$ cat config.mk
export PLATFORM = sky130hd
export DESIGN_NAME = urx_receiver
export DESIGN_NICKNAME = d
export VERILOG_FILES = /design/src/urx_receiver.v /design/src/urx_rx_fifo.v
export VERILOG_INCLUDE_DIRS = /design/src
export SDC_FILE = /design/constraint.sdc
export NUM_CORES = 1
export LEC_CHECK = 0
export BUFFER_PORTS_ARGS = -buffer_cell sky130_fd_sc_hd__buf_2
export CORE_MARGIN = 2
export CORE_UTILIZATION = 50
export CTS_CLUSTER_DIAMETER = 120
export DETAILED_ROUTE_END_ITERATION = 12
export MAX_ROUTING_LAYER = met4
export PLACE_DENSITY = 0.68
export SETUP_SLACK_MARGIN = 0.15
export SYNTH_ARGS = -nofsm -noshare
export SYNTH_HDL_FRONTEND = slang
export SYNTH_SLANG_ARGS = --single-unit
$ cat constraint.sdc
create_clock -name sys_clk -period 3.8 [get_ports sys_clk]
set_input_delay 0.57 -clock sys_clk [delete_from_list [all_inputs] [get_ports sys_clk]]
set_output_delay 0.57 -clock sys_clk [all_outputs]
set_load 0.01 [all_outputs]
$ cat src/urx_regs.vh
/*
  Constants of the receive half of the serial transceiver: sample counts,
  vote positions, state codes, character size codes and buffer entry layout.
  Assumes it is included by bare name from the design files of this block.
*/
`ifndef URX_REGS_VH
`define URX_REGS_VH

// ----------------------------------------------------------------------
// Sampling of one bit period
// ----------------------------------------------------------------------
`define URX_SAMPLES_NORMAL 5'h10
`define URX_SAMPLES_DOUBLE 5'h08
`define URX_VOTE_FIRST_NORMAL 5'h08
`define URX_VOTE_FIRST_DOUBLE 5'h04
`define URX_SAMPLE_FIRST 5'h01

// ----------------------------------------------------------------------
// Character size codes and data bit counts
// ----------------------------------------------------------------------
`define URX_CSZ_5 3'h0
`define URX_CSZ_6 3'h1
`define URX_CSZ_7 3'h2
`define URX_CSZ_8 3'h3
`define URX_CSZ_9 3'h7
`define URX_BITS_5 4'h5
`define URX_BITS_6 4'h6
`define URX_BITS_7 4'h7
`define URX_BITS_8 4'h8
`define URX_BITS_9 4'h9

// ----------------------------------------------------------------------
// Receiver states, one-hot
// ----------------------------------------------------------------------
`define URX_ST_IDLE 2'h1
`define URX_ST_RECV 2'h2

// ----------------------------------------------------------------------
// Buffer entry layout: {pe, dor, fe, ninth, data[7:0]}
// ----------------------------------------------------------------------
`define URX_ENTRY_W 12
`define URX_E_DATA_HI 7
`define URX_E_NINTH 8
`define URX_E_FE 9
`define URX_E_DOR 10
`define URX_E_PE 11
`define URX_BUF_DEPTH 2

`endif

$ cat src/urx_receiver.v
/*
  Receive half of a serial transceiver: start detection, majority sampling,
  shift register, parity check, two-entry receive buffer with status bits.
  Assumes a one-cycle sample tick at 16x (8x double speed) the baud rate,
  and that all inputs, the transfer clock pin included, are synchronous.
*/
// What this block does
// - Enable bit activates receiver and claims the serial input pin.
// - Synchronous mode samples bits on the external transfer clock.
// - After valid start, sample bits into shift register up to first stop.
// - After first stop bit, frame moves into buffer read via data register.
// - Unused upper data bits read zero for short characters.
// - Ninth bit kept per entry; data read advances ninth bit and flags.
// - Receive-complete flag is one exactly when buffer holds unread data.
// - Enabled receive interrupt is a level following receive-complete.
// - Error flags stored with their frame, shown for next entry.
// - Status writes never change error flags; errors raise no interrupt.
// - Frame error equals first stop bit sampled low; stop count ignored.
// - Overrun set when buffer full, frame waiting, and new start detected.
// - Overrun indication cleared when a frame moves into the buffer.
// - With parity enabled, compute parity and store comparison with frame.
// - Parity error only if checked at reception; zero otherwise.
// - Disable is immediate: drop reception, flush buffer, release pin.
// - Bit period has 16 or 8 samples; centre three decide by majority.
// - Start bit validated by samples 8-10 or 4-6; rejected if mostly high.
`timescale 1ns/100ps
`include "urx_regs.vh"

module urx_receiver
(
  input  wire       sys_clk,
  input  wire       srst,
  input  wire       serial_input_pin,
  input  wire       external_transfer_clock_pin,
  input  wire       receiver_enable_bit,
  input  wire       sync_mode,
  input  wire       double_speed,
  input  wire       sample_tick,
  input  wire [2:0] character_size_field,
  input  wire       parity_enable_bit,
  input  wire       parity_odd_select_bit,
  input  wire       stop_bit_count_select,
  input  wire       receive_complete_irq_enable,
  input  wire       data_read_strobe,
  output reg  [7:0] serial_data_register,
  output reg        received_ninth_bit,
  output reg        frame_error_flag,
  output reg        overrun_flag,
  output reg        parity_error_flag,
  output reg        receive_complete_flag,
  output reg        receive_complete_irq,
  output reg        pin_override
);

  // ----------------------------------------------------------------------
  // State and storage
  // ----------------------------------------------------------------------
  reg [1:0]  state_reg;
  reg [4:0]  sample_cnt_reg;
  reg [3:0]  bit_idx_reg;
  reg [1:0]  vote_reg;
  reg [8:0]  shift_reg;
  reg        parity_acc_reg;
  reg        parity_err_reg;
  reg        xck_prev_reg;
  reg        lost_frame_reg;
  reg        pend_valid_reg;
  reg [`URX_ENTRY_W-1:0] pend_entry_reg;
  reg        overrun_pend_reg;

  wire [`URX_ENTRY_W-1:0] head_data;
  wire       fifo_empty;
  wire       fifo_full;

  reg  [3:0] data_bits;
  wire [4:0] samples_per_bit;
  wire [4:0] vote_first;
  reg        decide_now;
  reg        bit_val;
  wire [4:0] vote_last;
  wire [3:0] parity_idx;
  wire [3:0] stop_idx;
  wire       xck_rise;
  wire       pop;
  wire       push;

  // ----------------------------------------------------------------------
  // Frame format decode
  // ----------------------------------------------------------------------
  // Data bit count from the character size code.
  always @*
  begin
    case (character_size_field)
      `URX_CSZ_5: data_bits = `URX_BITS_5;
      `URX_CSZ_6: data_bits = `URX_BITS_6;
      `URX_CSZ_7: data_bits = `URX_BITS_7;
      `URX_CSZ_9: data_bits = `URX_BITS_9;
      default:    data_bits = `URX_BITS_8;
    endcase
  end

  // Sample rate and centre vote positions for the selected speed.
  assign samples_per_bit = double_speed ? `URX_SAMPLES_DOUBLE : `URX_SAMPLES_NORMAL;
  assign vote_first = double_speed ? `URX_VOTE_FIRST_DOUBLE : `URX_VOTE_FIRST_NORMAL;
  assign vote_last  = vote_first + 5'h02;
  assign parity_idx = data_bits + 4'h1;
  // The stop bit follows the parity bit only when parity is enabled.
  assign stop_idx   = parity_enable_bit ? data_bits + 4'h2 : data_bits + 4'h1;
  assign xck_rise   = external_transfer_clock_pin && !xck_prev_reg;

  // ----------------------------------------------------------------------
  // Bit decision strobe and value
  // ----------------------------------------------------------------------
  // Asynchronous mode votes over three centre samples; synchronous mode
  // takes the pin level at each rising transfer clock edge.
  always @*
  begin
    if (sync_mode)
    begin
      decide_now = xck_rise && (state_reg == `URX_ST_RECV);
      bit_val    = serial_input_pin;
    end
    else
    begin
      decide_now = sample_tick && (state_reg == `URX_ST_RECV) &&
                   (sample_cnt_reg == vote_last);
      bit_val    = (vote_reg[0] & vote_reg[1]) | (vote_reg[0] & serial_input_pin) |
                   (vote_reg[1] & serial_input_pin);
    end
  end

  // ----------------------------------------------------------------------
  // Buffer handshake
  // ----------------------------------------------------------------------
  assign pop  = data_read_strobe && !fifo_empty && receiver_enable_bit;
  assign push = pend_valid_reg && (!fifo_full || pop);

  // ----------------------------------------------------------------------
  // Receive state machine
  // ----------------------------------------------------------------------
  // Start detection, sampling, shifting and frame completion.
  always @(posedge sys_clk)
  begin
    if (srst || !receiver_enable_bit)
    begin
      state_reg        <= `URX_ST_IDLE;
      sample_cnt_reg   <= `URX_SAMPLE_FIRST;
      bit_idx_reg      <= 4'h0;
      vote_reg         <= 2'h0;
      shift_reg        <= 9'h000;
      parity_acc_reg   <= 1'b0;
      parity_err_reg   <= 1'b0;
      lost_frame_reg   <= 1'b0;
      pend_valid_reg   <= 1'b0;
      pend_entry_reg   <= {`URX_ENTRY_W{1'b0}};
      overrun_pend_reg <= 1'b0;
    end
    else
    begin
      // Hand a waiting frame to the buffer as soon as there is room.
      if (push)
      begin
        pend_valid_reg   <= 1'b0;
        overrun_pend_reg <= 1'b0;
      end
      case (state_reg)
        `URX_ST_IDLE:
        begin
          // A low level on a sample point opens a frame; the next sample counts as sample 1.
          if (!serial_input_pin && (sync_mode ? xck_rise : sample_tick))
          begin
            state_reg      <= `URX_ST_RECV;
            sample_cnt_reg <= `URX_SAMPLE_FIRST;
            bit_idx_reg    <= sync_mode ? 4'h1 : 4'h0;
            shift_reg      <= 9'h000;
            parity_acc_reg <= 1'b0;
            parity_err_reg <= 1'b0;
            lost_frame_reg <= pend_valid_reg && !push;
            if (sync_mode && fifo_full && pend_valid_reg && !push)
            begin
              overrun_pend_reg <= 1'b1;
            end
          end
        end
        `URX_ST_RECV:
        begin
          // Sample counting inside a bit period.
          if (!sync_mode && sample_tick)
          begin
            if (sample_cnt_reg == vote_first)
            begin
              vote_reg[0] <= serial_input_pin;
            end
            if (sample_cnt_reg == vote_first + 5'h01)
            begin
              vote_reg[1] <= serial_input_pin;
            end
            if (sample_cnt_reg == samples_per_bit)
            begin
              sample_cnt_reg <= `URX_SAMPLE_FIRST;
              bit_idx_reg    <= bit_idx_reg + 4'h1;
            end
            else
            begin
              sample_cnt_reg <= sample_cnt_reg + 5'h01;
            end
          end
          if (sync_mode && xck_rise)
          begin
            bit_idx_reg <= bit_idx_reg + 4'h1;
          end
          if (decide_now)
          begin
            if (bit_idx_reg == 4'h0)
            begin
              if (bit_val)
              begin
                state_reg <= `URX_ST_IDLE;
              end
              else if (fifo_full && pend_valid_reg && !push)
              begin
                overrun_pend_reg <= 1'b1;
              end
            end
            else if (bit_idx_reg <= data_bits)
            begin
              shift_reg[bit_idx_reg - 4'h1] <= bit_val;
              parity_acc_reg <= parity_acc_reg ^ bit_val;
            end
            else if (parity_enable_bit && (bit_idx_reg == parity_idx))
            begin
              parity_err_reg <= parity_acc_reg ^ bit_val ^ parity_odd_select_bit;
            end
            if ((bit_idx_reg != 4'h0) && (bit_idx_reg == stop_idx))
            begin
              // The first stop bit closes the frame; any second one is idle.
              state_reg <= `URX_ST_IDLE;
              if (!lost_frame_reg)
              begin
                pend_valid_reg <= 1'b1;
                pend_entry_reg[`URX_E_DATA_HI:0] <= shift_reg[7:0];
                pend_entry_reg[`URX_E_NINTH] <=
                  (character_size_field == `URX_CSZ_9) ? shift_reg[8] : 1'b0;
                pend_entry_reg[`URX_E_FE]  <= !bit_val;
                pend_entry_reg[`URX_E_PE]  <= parity_enable_bit & parity_err_reg;
                pend_entry_reg[`URX_E_DOR] <= 1'b0;
              end
            end
          end
        end
        default:
        begin
          state_reg <= `URX_ST_IDLE;
        end
      endcase
    end
  end

  // ----------------------------------------------------------------------
  // Receive buffer
  // ----------------------------------------------------------------------
  urx_rx_fifo
  #(
    .WIDTH (`URX_ENTRY_W),
    .DEPTH (`URX_BUF_DEPTH),
    .PTR_W (1)
  )
  u_fifo
  (
    .sys_clk   (sys_clk),
    .srst      (srst),
    .flush     (!receiver_enable_bit),
    .push      (push),
    .push_data ({pend_entry_reg[`URX_E_PE], overrun_pend_reg,
                 pend_entry_reg[`URX_E_FE:0]}),
    .pop       (pop),
    .head_data (head_data),
    .empty     (fifo_empty),
    .full      (fifo_full)
  );

  // ----------------------------------------------------------------------
  // Register-side view
  // ----------------------------------------------------------------------
  // Outputs show the head entry; they read zero when the buffer is empty.
  // Status writes have no path here, so error flags cannot be altered.
  always @(posedge sys_clk)
  begin
    if (srst || !receiver_enable_bit || fifo_empty)
    begin
      serial_data_register  <= 8'h00;
      received_ninth_bit    <= 1'b0;
      frame_error_flag      <= 1'b0;
      overrun_flag          <= 1'b0;
      parity_error_flag     <= 1'b0;
      receive_complete_flag <= 1'b0;
      receive_complete_irq  <= 1'b0;
    end
    else
    begin
      serial_data_register  <= head_data[`URX_E_DATA_HI:0];
      received_ninth_bit    <= head_data[`URX_E_NINTH];
      frame_error_flag      <= head_data[`URX_E_FE];
      overrun_flag          <= head_data[`URX_E_DOR];
      parity_error_flag     <= head_data[`URX_E_PE];
      receive_complete_flag <= 1'b1;
      receive_complete_irq  <= receive_complete_irq_enable;
    end
  end

  // Pin ownership follows the enable bit; the transfer clock history feeds edge detection.
  always @(posedge sys_clk)
  begin
    if (srst)
    begin
      pin_override <= 1'b0;
      xck_prev_reg <= 1'b0;
    end
    else
    begin
      pin_override <= receiver_enable_bit;
      xck_prev_reg <= external_transfer_clock_pin;
    end
  end

endmodule // urx_receiver

$ cat src/urx_rx_fifo.v
/*
  Receive buffer: a small first-in first-out store of complete frames with
  their status bits.
  Assumes the caller only pushes when there is room or a pop happens in the
  same cycle, and only pops when not empty.
*/
`timescale 1ns/100ps
`include "urx_regs.vh"

module urx_rx_fifo
#(
  parameter WIDTH = `URX_ENTRY_W,
  parameter DEPTH = `URX_BUF_DEPTH,
  parameter PTR_W = 1
)
(
  input  wire             sys_clk,
  input  wire             srst,
  input  wire             flush,
  input  wire             push,
  input  wire [WIDTH-1:0] push_data,
  input  wire             pop,
  output wire [WIDTH-1:0] head_data,
  output wire             empty,
  output wire             full
);

  reg [WIDTH-1:0] mem [0:DEPTH-1];
  reg [PTR_W-1:0] wr_ptr_reg;
  reg [PTR_W-1:0] rd_ptr_reg;
  reg [PTR_W:0]   count_reg;

  // ----------------------------------------------------------------------
  // Status and head
  // ----------------------------------------------------------------------
  assign empty     = (count_reg == {(PTR_W+1){1'b0}});
  assign full      = (count_reg == DEPTH[PTR_W:0]);
  assign head_data = mem[rd_ptr_reg];

  // Pointer and count update; flush empties the store at once.
  always @(posedge sys_clk)
  begin
    if (srst || flush)
    begin
      wr_ptr_reg <= {PTR_W{1'b0}};
      rd_ptr_reg <= {PTR_W{1'b0}};
      count_reg  <= {(PTR_W+1){1'b0}};
    end
    else
    begin
      if (push)
      begin
        mem[wr_ptr_reg] <= push_data;
        wr_ptr_reg      <= (wr_ptr_reg == DEPTH[PTR_W-1:0] - 1'b1) ?
                           {PTR_W{1'b0}} : wr_ptr_reg + 1'b1;
      end
      if (pop)
      begin
        rd_ptr_reg <= (rd_ptr_reg == DEPTH[PTR_W-1:0] - 1'b1) ?
                      {PTR_W{1'b0}} : rd_ptr_reg + 1'b1;
      end
      if (push && !pop)
      begin
        count_reg <= count_reg + 1'b1;
      end
      else if (pop && !push)
      begin
        count_reg <= count_reg - 1'b1;
      end
    end
  end

endmodule // urx_rx_fifo

==> run metrics, run 1 <==
CTS resizes 0; Post-Synthesis Cells 400; initial core utilization 0.5133; RSZ-0062 raised after global routing false; critical path launch point bit_idx_reg[0]$_SDFFE_PP0P_; clock tree sinks about 80; Vias roughly 2.8k; area share of the largest cell type after synthesis 0.2958; Leakage 1.680 nW; cts-stage hold buffer count 0; synthesized area approximately 3900 um^2; CP Class reg -> reg; Layout Skew 0.007497 ns; Final TNS setup 0 ns; I/O Pins 31; DP HPWL 5170 um; diode count 0; max reg flops 24; Overflow after GRT 0; first-pass GRT wire length 12,250 um; CTS clock-pin slew for the worst setup and hold paths 0.08 ns; Routed Antenna Nets 0; post-CTS setup buffer count 0; FF-to-FF Start bit_idx_reg[0]$_SDFFE_PP0P_; Post-Syn Area per Cell between 9 and 10 um^2; Initial DRT Pass Iterations 4; Placer Congestion 0.8525; top post-synthesis cells by count dfxtp_1 (58), nor2_1 (42), nand2_1 (40); CTS tree done; EDFF count, synth 24; Synth async-reset ratio 0; antenna violations before repair 0; pwr/cell area 379.8 nW/um^2; vias in the first global route 2,695; Via density 5.321; die area around 8600 um^2; final setup fails 0; Max-slew headroom 0.5024; Period Utilization, post-route 0.8322; Inserted Clock Buffers 9; most frequent cell after synthesis dfxtp_1; drt wl/cell roughly 13 um; Synth warnings 0; status complete, no violations; worst min path class in -> reg; Hold Vio Cnt, Final 0; # port buffers 29; Worst Setup End Kind flip-flop; Yosys cell types 55; syn_nets 435; Die Height a little over 90 um; Synth Register Bits a little over 80; clk_lat worst skew 0.35 ns; WL final 7144 um; Tot Pwr roughly 1.7 mW; largest net degree at the start of global routing 31; crit path DAT between 3 and 4 ns; critical path fanouts, max 9; max cap viols 0; synth top area cells dfxtp_1 (30%), edfxtp_1 (18%), mux2i_1 (6.6%), ha_1 (6.1%), nor2_1 (4.0%); Fmax achieved 316.2 MHz; Bufs on Longest Clock Path 2; VDD IR max 0.1489 mV; Worst Tran Pin Value 0.7453 ns; Slew Viols, Final 0; Primary FF master, synth dfxtp_1; layout cells sized above 1 0.1419; hold wc startpoint srst; CP Launch Type flip-flop; synthesis-to-layout area growth 10.84%; Final min period 3.162 ns; DR iter-0 viols around 100; Core ar. 7647 um^2; fin nets 460; Root Buffer clkbuf_8; gr usage total 0.1843; Seq/Total Area, Yosys 0.4794; # DRC 0; Die Width ~93 um; Data required, critical path 4.03 ns; H-tree depth 3; Row Count 32; Yosys top cell by area dfxtp_1
## through the flow
stage | instances | hold WS [ns] | utilization | instance area (um^2) | setup slack (ns)
finish | 532 | 0.3828 | 0.5689 | 4350 | 0.6377
global route | 532 | 0.3796 | 0.5689 | 4350 | 0.4185
CTS | 532 | 0.3688 | 0.5689 | 4350 | 0.6213
detailed placement | 516 | 0.4470 | 0.5435 | 4156 | 0.3602
global placement | 516 | 0.4379 | 0.5435 | 4156 | 0.4760
floorplan | 400 | 0.4197 | - | 3925 | 0.7981
## per-layer routing
| layer | part of all wire | vias up | GRT usage |
|---|---|---|---|
| met4 | 0.014 | 0 | 0.06468 |
| li1 | - | 1463 | - |
| met5 | 0 | - | - |
| met2 | 0.47 | 51 | 0.3096 |
| met3 | 0.032 | 7 | 0.04638 |
| met1 | 0.48 | 1310 | 0.2153 |
## layout make-up
class | count | area, um^2
inverter | 17 | 63.81
multi-input combinational | 281 | 1901
sequential | 82 | 1882
fill | 687 | 3297
clock buffer | 10 | 127.6
tap | 102 | 127.6
timing repair buffer | 34 | 182.7
clock inverter | 6 | 66.31
## logic make-up after synthesis
group / after synthesis / synth area share
xor+xnor: 18 / 0.04017
compound gates: 78 / 0.1431
buf+inv: 37 / 0.03634
fa+ha+maj: 19 / 0.06057
simple gates: 139 / 0.1712
mux: 27 / 0.06917
flops: 82 / 0.4794
## path summary, 6_finish.rpt
| path | endpoint | slack, ns | depth (start not counted) |
|---|---|---|---|
| setup / recovery | pend_entry_reg[7]$_SDFFE_PP0P_ | 0.64 | 9 |
| hold / removal | xck_prev_reg$_SDFF_PP0_ | 0.38 | 2 |
| setup reg to reg | pend_entry_reg[7]$_SDFFE_PP0P_ | 0.64 | 9 |
| hold reg to reg | u_fifo.mem[0][11]$_DFFE_PP_ | 0.46 | 0 |
## worst max-delay path, stage by stage, from the launching register on
cell and delay (ns):
dfxtp_1 0.54, inv_1 0.25, ha_1 0.34, a222oi_1 0.36, mux2i_1 0.11, nor4_1 0.56, nand3_1 0.35, buf_4 0.29
mux2i_1 0.18, nor2_1 0.06
## cells in the final DEF (no fill, tap or decap), types with 11 or more instances in the layout
cell	count
xnor2_1	11
o21ai_0	11
dfxtp_1	58
edfxtp_1	24
inv_1	17
nor2_1	42
ha_1	19
nand2b_1	11
mux2i_1	26
a21oi_1	28
buf_2	29
nand2_1	40
## power breakdown
part,leakage [nW],internal (mW),switching (mW)
clock,0.101,0.306,0.312
combinational,0.890,0.0519,0.0822
sequential,0.690,0.897,0.00318
total,1.68,1.26,0.397
No activity file was read; power rests on OpenSTA's default activity.
==> run 2, diff against run 1 <==
==> constraint.sdc (replaced) <==
create_clock -name sys_clk -period 3.04 [get_ports sys_clk]
set_input_delay 0.456 -clock sys_clk [delete_from_list [all_inputs] [get_ports sys_clk]]
set_output_delay 0.456 -clock sys_clk [all_outputs]
set_load 0.01 [all_outputs]
==> run metrics, run 2 (same netlist as run 1, synthesis figures left out) <==
I/O Pins 31; DP HPWL a little over 5000 um; critical path launch point sample_cnt_reg[3]$_SDFFE_PP0P_; final setup fails 0; clk_lat worst skew roughly 0.35 ns; combinational share of power 0.079; Slew Viols, Final 0; WL final 7006 um; critical path fanouts, max 8; CTS tree done; Clock power frac 0.424; Worst Setup End Kind flip-flop; Root Buffer clkbuf_8; Worst Setup Slack, final roughly 0.35 ns; Critical Path Max Stage Delay 0.45 ns; Period Utilization, post-route 0.8861; H-tree depth 3; CP Class reg -> reg; Fmax achieved approximately 370 MHz; Overflow after GRT 0; Die Width 92.60 um; Worst Tran Pin Value 0.7431 ns; CP Launch Type flip-flop; # DRC 0; pre-CTS WS between 0.07 and 0.08 ns; max cap viols 0; first-pass GRT wire length 12,330 um; fin nets approximately 470; Leakage 1.754 nW; Bufs on Longest Clock Path 2; Core ar. 7647 um^2; Tot Pwr 2.264 mW; max reg flops 24; Sw Ratio 0.2276; worst hold slack 0.2654 ns; gr usage total 0.1845; VDD IR max 0.2381 mV; post-CTS setup buffer count 0; area post-placement 4239 um^2; worst min path class in -> reg; FF-to-FF Start sample_cnt_reg[3]$_SDFFE_PP0P_; Final min period 2.694 ns; Final TNS setup 0 ns; post-layout util 0.5875; Design Area, Final 4493 um^2; Hold Vio Cnt, Final 0; Cell Count, Final, Fillers Out 543; internal power around 1.7 mW; instance count on the critical path 7; DR iter-0 viols 119; Placer Congestion 0.8706; Inserted Clock Buffers 9; drt wl/cell 12.90 um; Critical Path, Cell by Cell or3b_1 > a2111oi_4 > a21oi_2 > a211o_1 > a31o_1 > or3_4 > o22ai_2; cts-stage hold buffer count 0; crit path DAT 2.97 ns; die area 8575 um^2; Routed Antenna Nets 0; Fillers 669; Die Height 92.60 um; status complete, no violations; P_sw 515.3 uW; largest net degree at the start of global routing 24; placed cell count 527; # port buffers 29; slowest cell on the critical path or3_4; sequential fraction of design power 0.497; worst hold stages 2; Via density approximately 5.3; initial core utilization 0.5133; Max-slew headroom 0.5039; clock tree sinks 82; RSZ-0062 raised after global routing false; commonest non-fill, non-tap cell in the layout dfxtp_1; hold wc startpoint srst; Layout Skew 0.004705 ns; synthesis-to-layout area growth 14.47%; Initial DRT Pass Iterations 4; vias in the first global route between 2k and 3k; layout cells sized above 1 0.1678; CTS resizes 0; Row Count 32; FF-to-FF path depth 7; CTS clock-pin slew for the worst setup and hold paths ~0.080 ns; diode count 0; antenna violations before repair 0; CP top delay family compound AO/OA/AOI/OAI gates; CP bufs+invs 0; Vias about 2.9k; pwr/cell area a little over 500 nW/um^2; Data required, critical path roughly 3.3 ns; most frequent cells in the layout dfxtp_1 (58), nor2_1 (42), nand2_1 (40)
-- run 2: power groups by stage --
| stage | clock network, mW | registers, mW | logic [mW] |
|---|---|---|---|
| floorplan | 0 | 1.15 | 0.126 |
| global placement | 0 | 1.15 | 0.176 |
| detailed placement | 0 | 1.15 | 0.179 |
| CTS | 0.980 | 1.12 | 0.180 |
| global route | 1.03 | 1.13 | 0.202 |
| finish | 0.960 | 1.12 | 0.180 |
-- run 2: area by class of cell --
class | instances | area (um^2) | share of cell area
Clock buffer | 9 | 123.9 | 0.02757
Timing Repair Buffer | 45 | 265.3 | 0.05904
Clock inverter | 7 | 125.1 | 0.02785
Tap cell | 102 | 127.6 | 0.02840
Sequential cell | 82 | 1882 | 0.4188
Multi-Input combinational cell | 281 | 1906 | 0.4241
Inverter | 17 | 63.81 | 0.01420
-- run 2: metal layers --
metal  vias up  routed length [um]  global-route usage
met5         -                   0                   -
met4         0                 150             0.08955
met3        13                 148             0.02766
met2        41                3345              0.2987
met1      1327                3361              0.2269
li1       1476                   -                   -
-- run 2: path summary, 6_finish.rpt --
kind         slack (ns)                         end
max                0.35   shift_reg[5]$_SDFFE_PP0P_
min                0.27     xck_prev_reg$_SDFF_PP0_
max reg2reg        0.35   shift_reg[5]$_SDFFE_PP0P_
min reg2reg        0.46  u_fifo.mem[0][1]$_DFFE_PP_
-- run 2: worst reg2reg max path, stage by stage (launching register included) --
cell,delay [ns]
dfxtp_1,0.42
or3b_1,0.42
a2111oi_4,0.43
a21oi_2,0.15
a211o_1,0.35
a31o_1,0.23
or3_4,0.45
o22ai_2,0.19
==> run 3, diff against run 2 <==
--- a/config.mk
+++ b/config.mk
@@ -6,6 +6,7 @@
 export SDC_FILE = /design/constraint.sdc
 export NUM_CORES = 1
 export LEC_CHECK = 0
+export ABC_AREA = 1
 export BUFFER_PORTS_ARGS = -buffer_cell sky130_fd_sc_hd__buf_2
 export CORE_MARGIN = 2
 export CORE_UTILIZATION = 50
==> run metrics, run 3 <==
commonest non-fill, non-tap cell in the layout nand2_1; Tot Pwr 2.051 mW; Bufs on Longest Clock Path 2; WL final around 7400 um; Placer Congestion ~0.9; Critical Path Max Stage Delay 0.50 ns; CTS clock-pin slew for the worst setup and hold paths approximately 0.090 ns; instance count on the critical path 12; Die Width a little over 90 um; Initial DRT Pass Iterations 5; most frequent cells in the layout nand2_1 (122), inv_1 (62), dfxtp_1 (58); FF-to-FF Start state_reg[0]$_SDFFE_PP1P_; post-layout util 0.5690; max cap viols 0; sequential fraction of design power 0.553; Leakage 1.856 nW; Vias 3,213; Primary FF master, synth dfxtp_1; CP top delay family simple AND/OR/NAND/NOR gates; Worst Setup End Kind flip-flop; I/O Pins 31; Post-Syn Area per Cell roughly 7.9 um^2; critical path launch point state_reg[0]$_SDFFE_PP1P_; crit-path most repeated cell nand2_1; initial core utilization 0.5158; Final min period around 2.3 ns; # DRC 0; Root Buffer clkbuf_8; fin nets 569; FF-to-FF path depth 12; hold wc startpoint srst; clock tree sinks 82; syn_nets 539; diode count 0; CP bufs+invs 3; Post-Synthesis Cells 504; Synth async-reset ratio 0; Period Utilization, post-route 0.7442; Row Count 32; Core ar. around 7700 um^2; CTS tree done; slowest cell on the critical path ha_1; EDFF count, synth 24; Synth Register Bits 82; Hold Vio Cnt, Final 0; Worst Tran Pin Value 0.5666 ns; CTS resizes 0; P_sw 552.3 uW; post-CTS setup buffer count 0; status complete, no violations; vias in the first global route 2,974; Sw Ratio 0.2693; worst min path class in -> reg; drt wl/cell 11.59 um; combinational share of power 0.105; area share of the largest cell type after synthesis 0.2928; most frequent cell after synthesis nand2_1; crit path DAT 2.49 ns; RSZ-0062 raised after global routing false; die area 8658 um^2; DR iter-0 viols 117; # port buffers 29; H-tree depth 3; Seq/Total Area, Yosys 0.4746; Yosys top cell by area dfxtp_1; Overflow after GRT 0; final setup fails 0; pre-CTS WS just over 0.4 ns; Routed Antenna Nets 0; first-pass GRT wire length 13,230 um; internal power around 1.5 mW; layout cells sized above 1 0.1262; Inserted Clock Buffers 9; Data required, critical path 3.27 ns; Via density between 5 and 6; Layout Skew ~0.0084 ns; Fmax achieved 442.0 MHz; Yosys cell types 33; Slew Viols, Final 0; critical path fanouts, max 20; worst hold stages 2; largest net degree at the start of global routing 32; VDD IR max 0.1823 mV; Final TNS setup 0 ns; top post-synthesis cells by count nand2_1 (122), inv_1 (62), dfxtp_1 (58); clk_lat worst skew around 0.35 ns; Clock power frac 0.342; Synth warnings 0; CP Launch Type flip-flop; cts-stage hold buffer count 0; synthesized area 3965 um^2; Worst Setup Slack, final 0.7778 ns; worst hold slack 0.2698 ns; synthesis-to-layout area growth 10.32%; synth top area cells dfxtp_1 (29%), edfxtp_1 (18%), nand2_1 (12%), a21oi_1 (6.2%), ha_1 (6.0%); Max-slew headroom 0.6208; antenna violations before repair 0; Critical Path, Cell by Cell inv_1 > ha_1 > inv_2 > nand2_1 > nand2_1 > nor2_1 > nand2_1 > nor2_1 > buf_4 > o21ai_0 > nand2_1 > a21oi_1; pwr/cell area 468.9 nW/um^2; max reg flops 24; DP HPWL 5377 um; CP Class reg -> reg; Die Height 93.05 um; gr usage total 0.1953
-- run 3: cell count changes in the layout (fill, tap and decap cells not counted), sizes merged, moves of 18 or more --
cell | previous run | this run
nand2 | 40 | 127
inv | 19 | 68
nand3 | 9 | 46
mux2i | 26 | 0
a21oi | 29 | 52
o21ai | 12 | 30
-- run 3: kinds of logic after synthesis --
family,Yosys count,share of synthesized area
XOR/XNOR,7,0.01546
adder cells (fa/ha/maj),19,0.05996
buffers and inverters,82,0.08394
AO/OA/AOI/OAI,89,0.1209
flip-flops,82,0.4746
AND/OR/NAND/NOR,225,0.2452
-- run 3: worst paths after layout --
kind                                endpoint  slack (ns)
setup reg to reg   shift_reg[7]$_SDFFE_PP0P_        0.78
hold reg to reg   u_fifo.mem[0][3]$_DFFE_PP_        0.46
hold / removal       xck_prev_reg$_SDFF_PP0_        0.27
setup / recovery   shift_reg[7]$_SDFFE_PP0P_        0.78
-- run 3: per-layer routing --
metal  global-route usage  up-vias  share of wire
li1                     -     1703              -
met1               0.2351     1464           0.48
met2               0.3309       41           0.49
met3              0.03626        5          0.026
met4              0.06740        0         0.0085
met5                    -        -              0
-- run 3: per-stage QoR --
step                      area (um^2)  std cells
after floorplan                  3965        504
after global placement           4198        625
after detailed placement         4198        625
after CTS                        4374        641
after global routing             4374        641
final                            4374        641
-- run 3: final cells by class --
cell class	instances	area (um^2)
fillers	748	3313
flip-flops and latches	82	1882
multi-input cells	340	1750
inverters	66	247.7
repair buffers	35	190.2
well taps	102	127.6
clock buffers	9	123.9
clock inverters	7	52.55
-- run 3: power by group through the flow --
| stage | combinational (mW) | clock [mW] | sequential (mW) |
|---|---|---|---|
| 6_report | 0.216 | 0.701 | 1.13 |
| 5_1_grt | 0.252 | 0.769 | 1.14 |
| 4_1_cts | 0.217 | 0.720 | 1.13 |
| 3_5_place_dp | 0.215 | 0 | 1.16 |
| 3_3_place_gp | 0.210 | 0 | 1.16 |
| 2_1_floorplan | 0.163 | 0 | 1.16 |
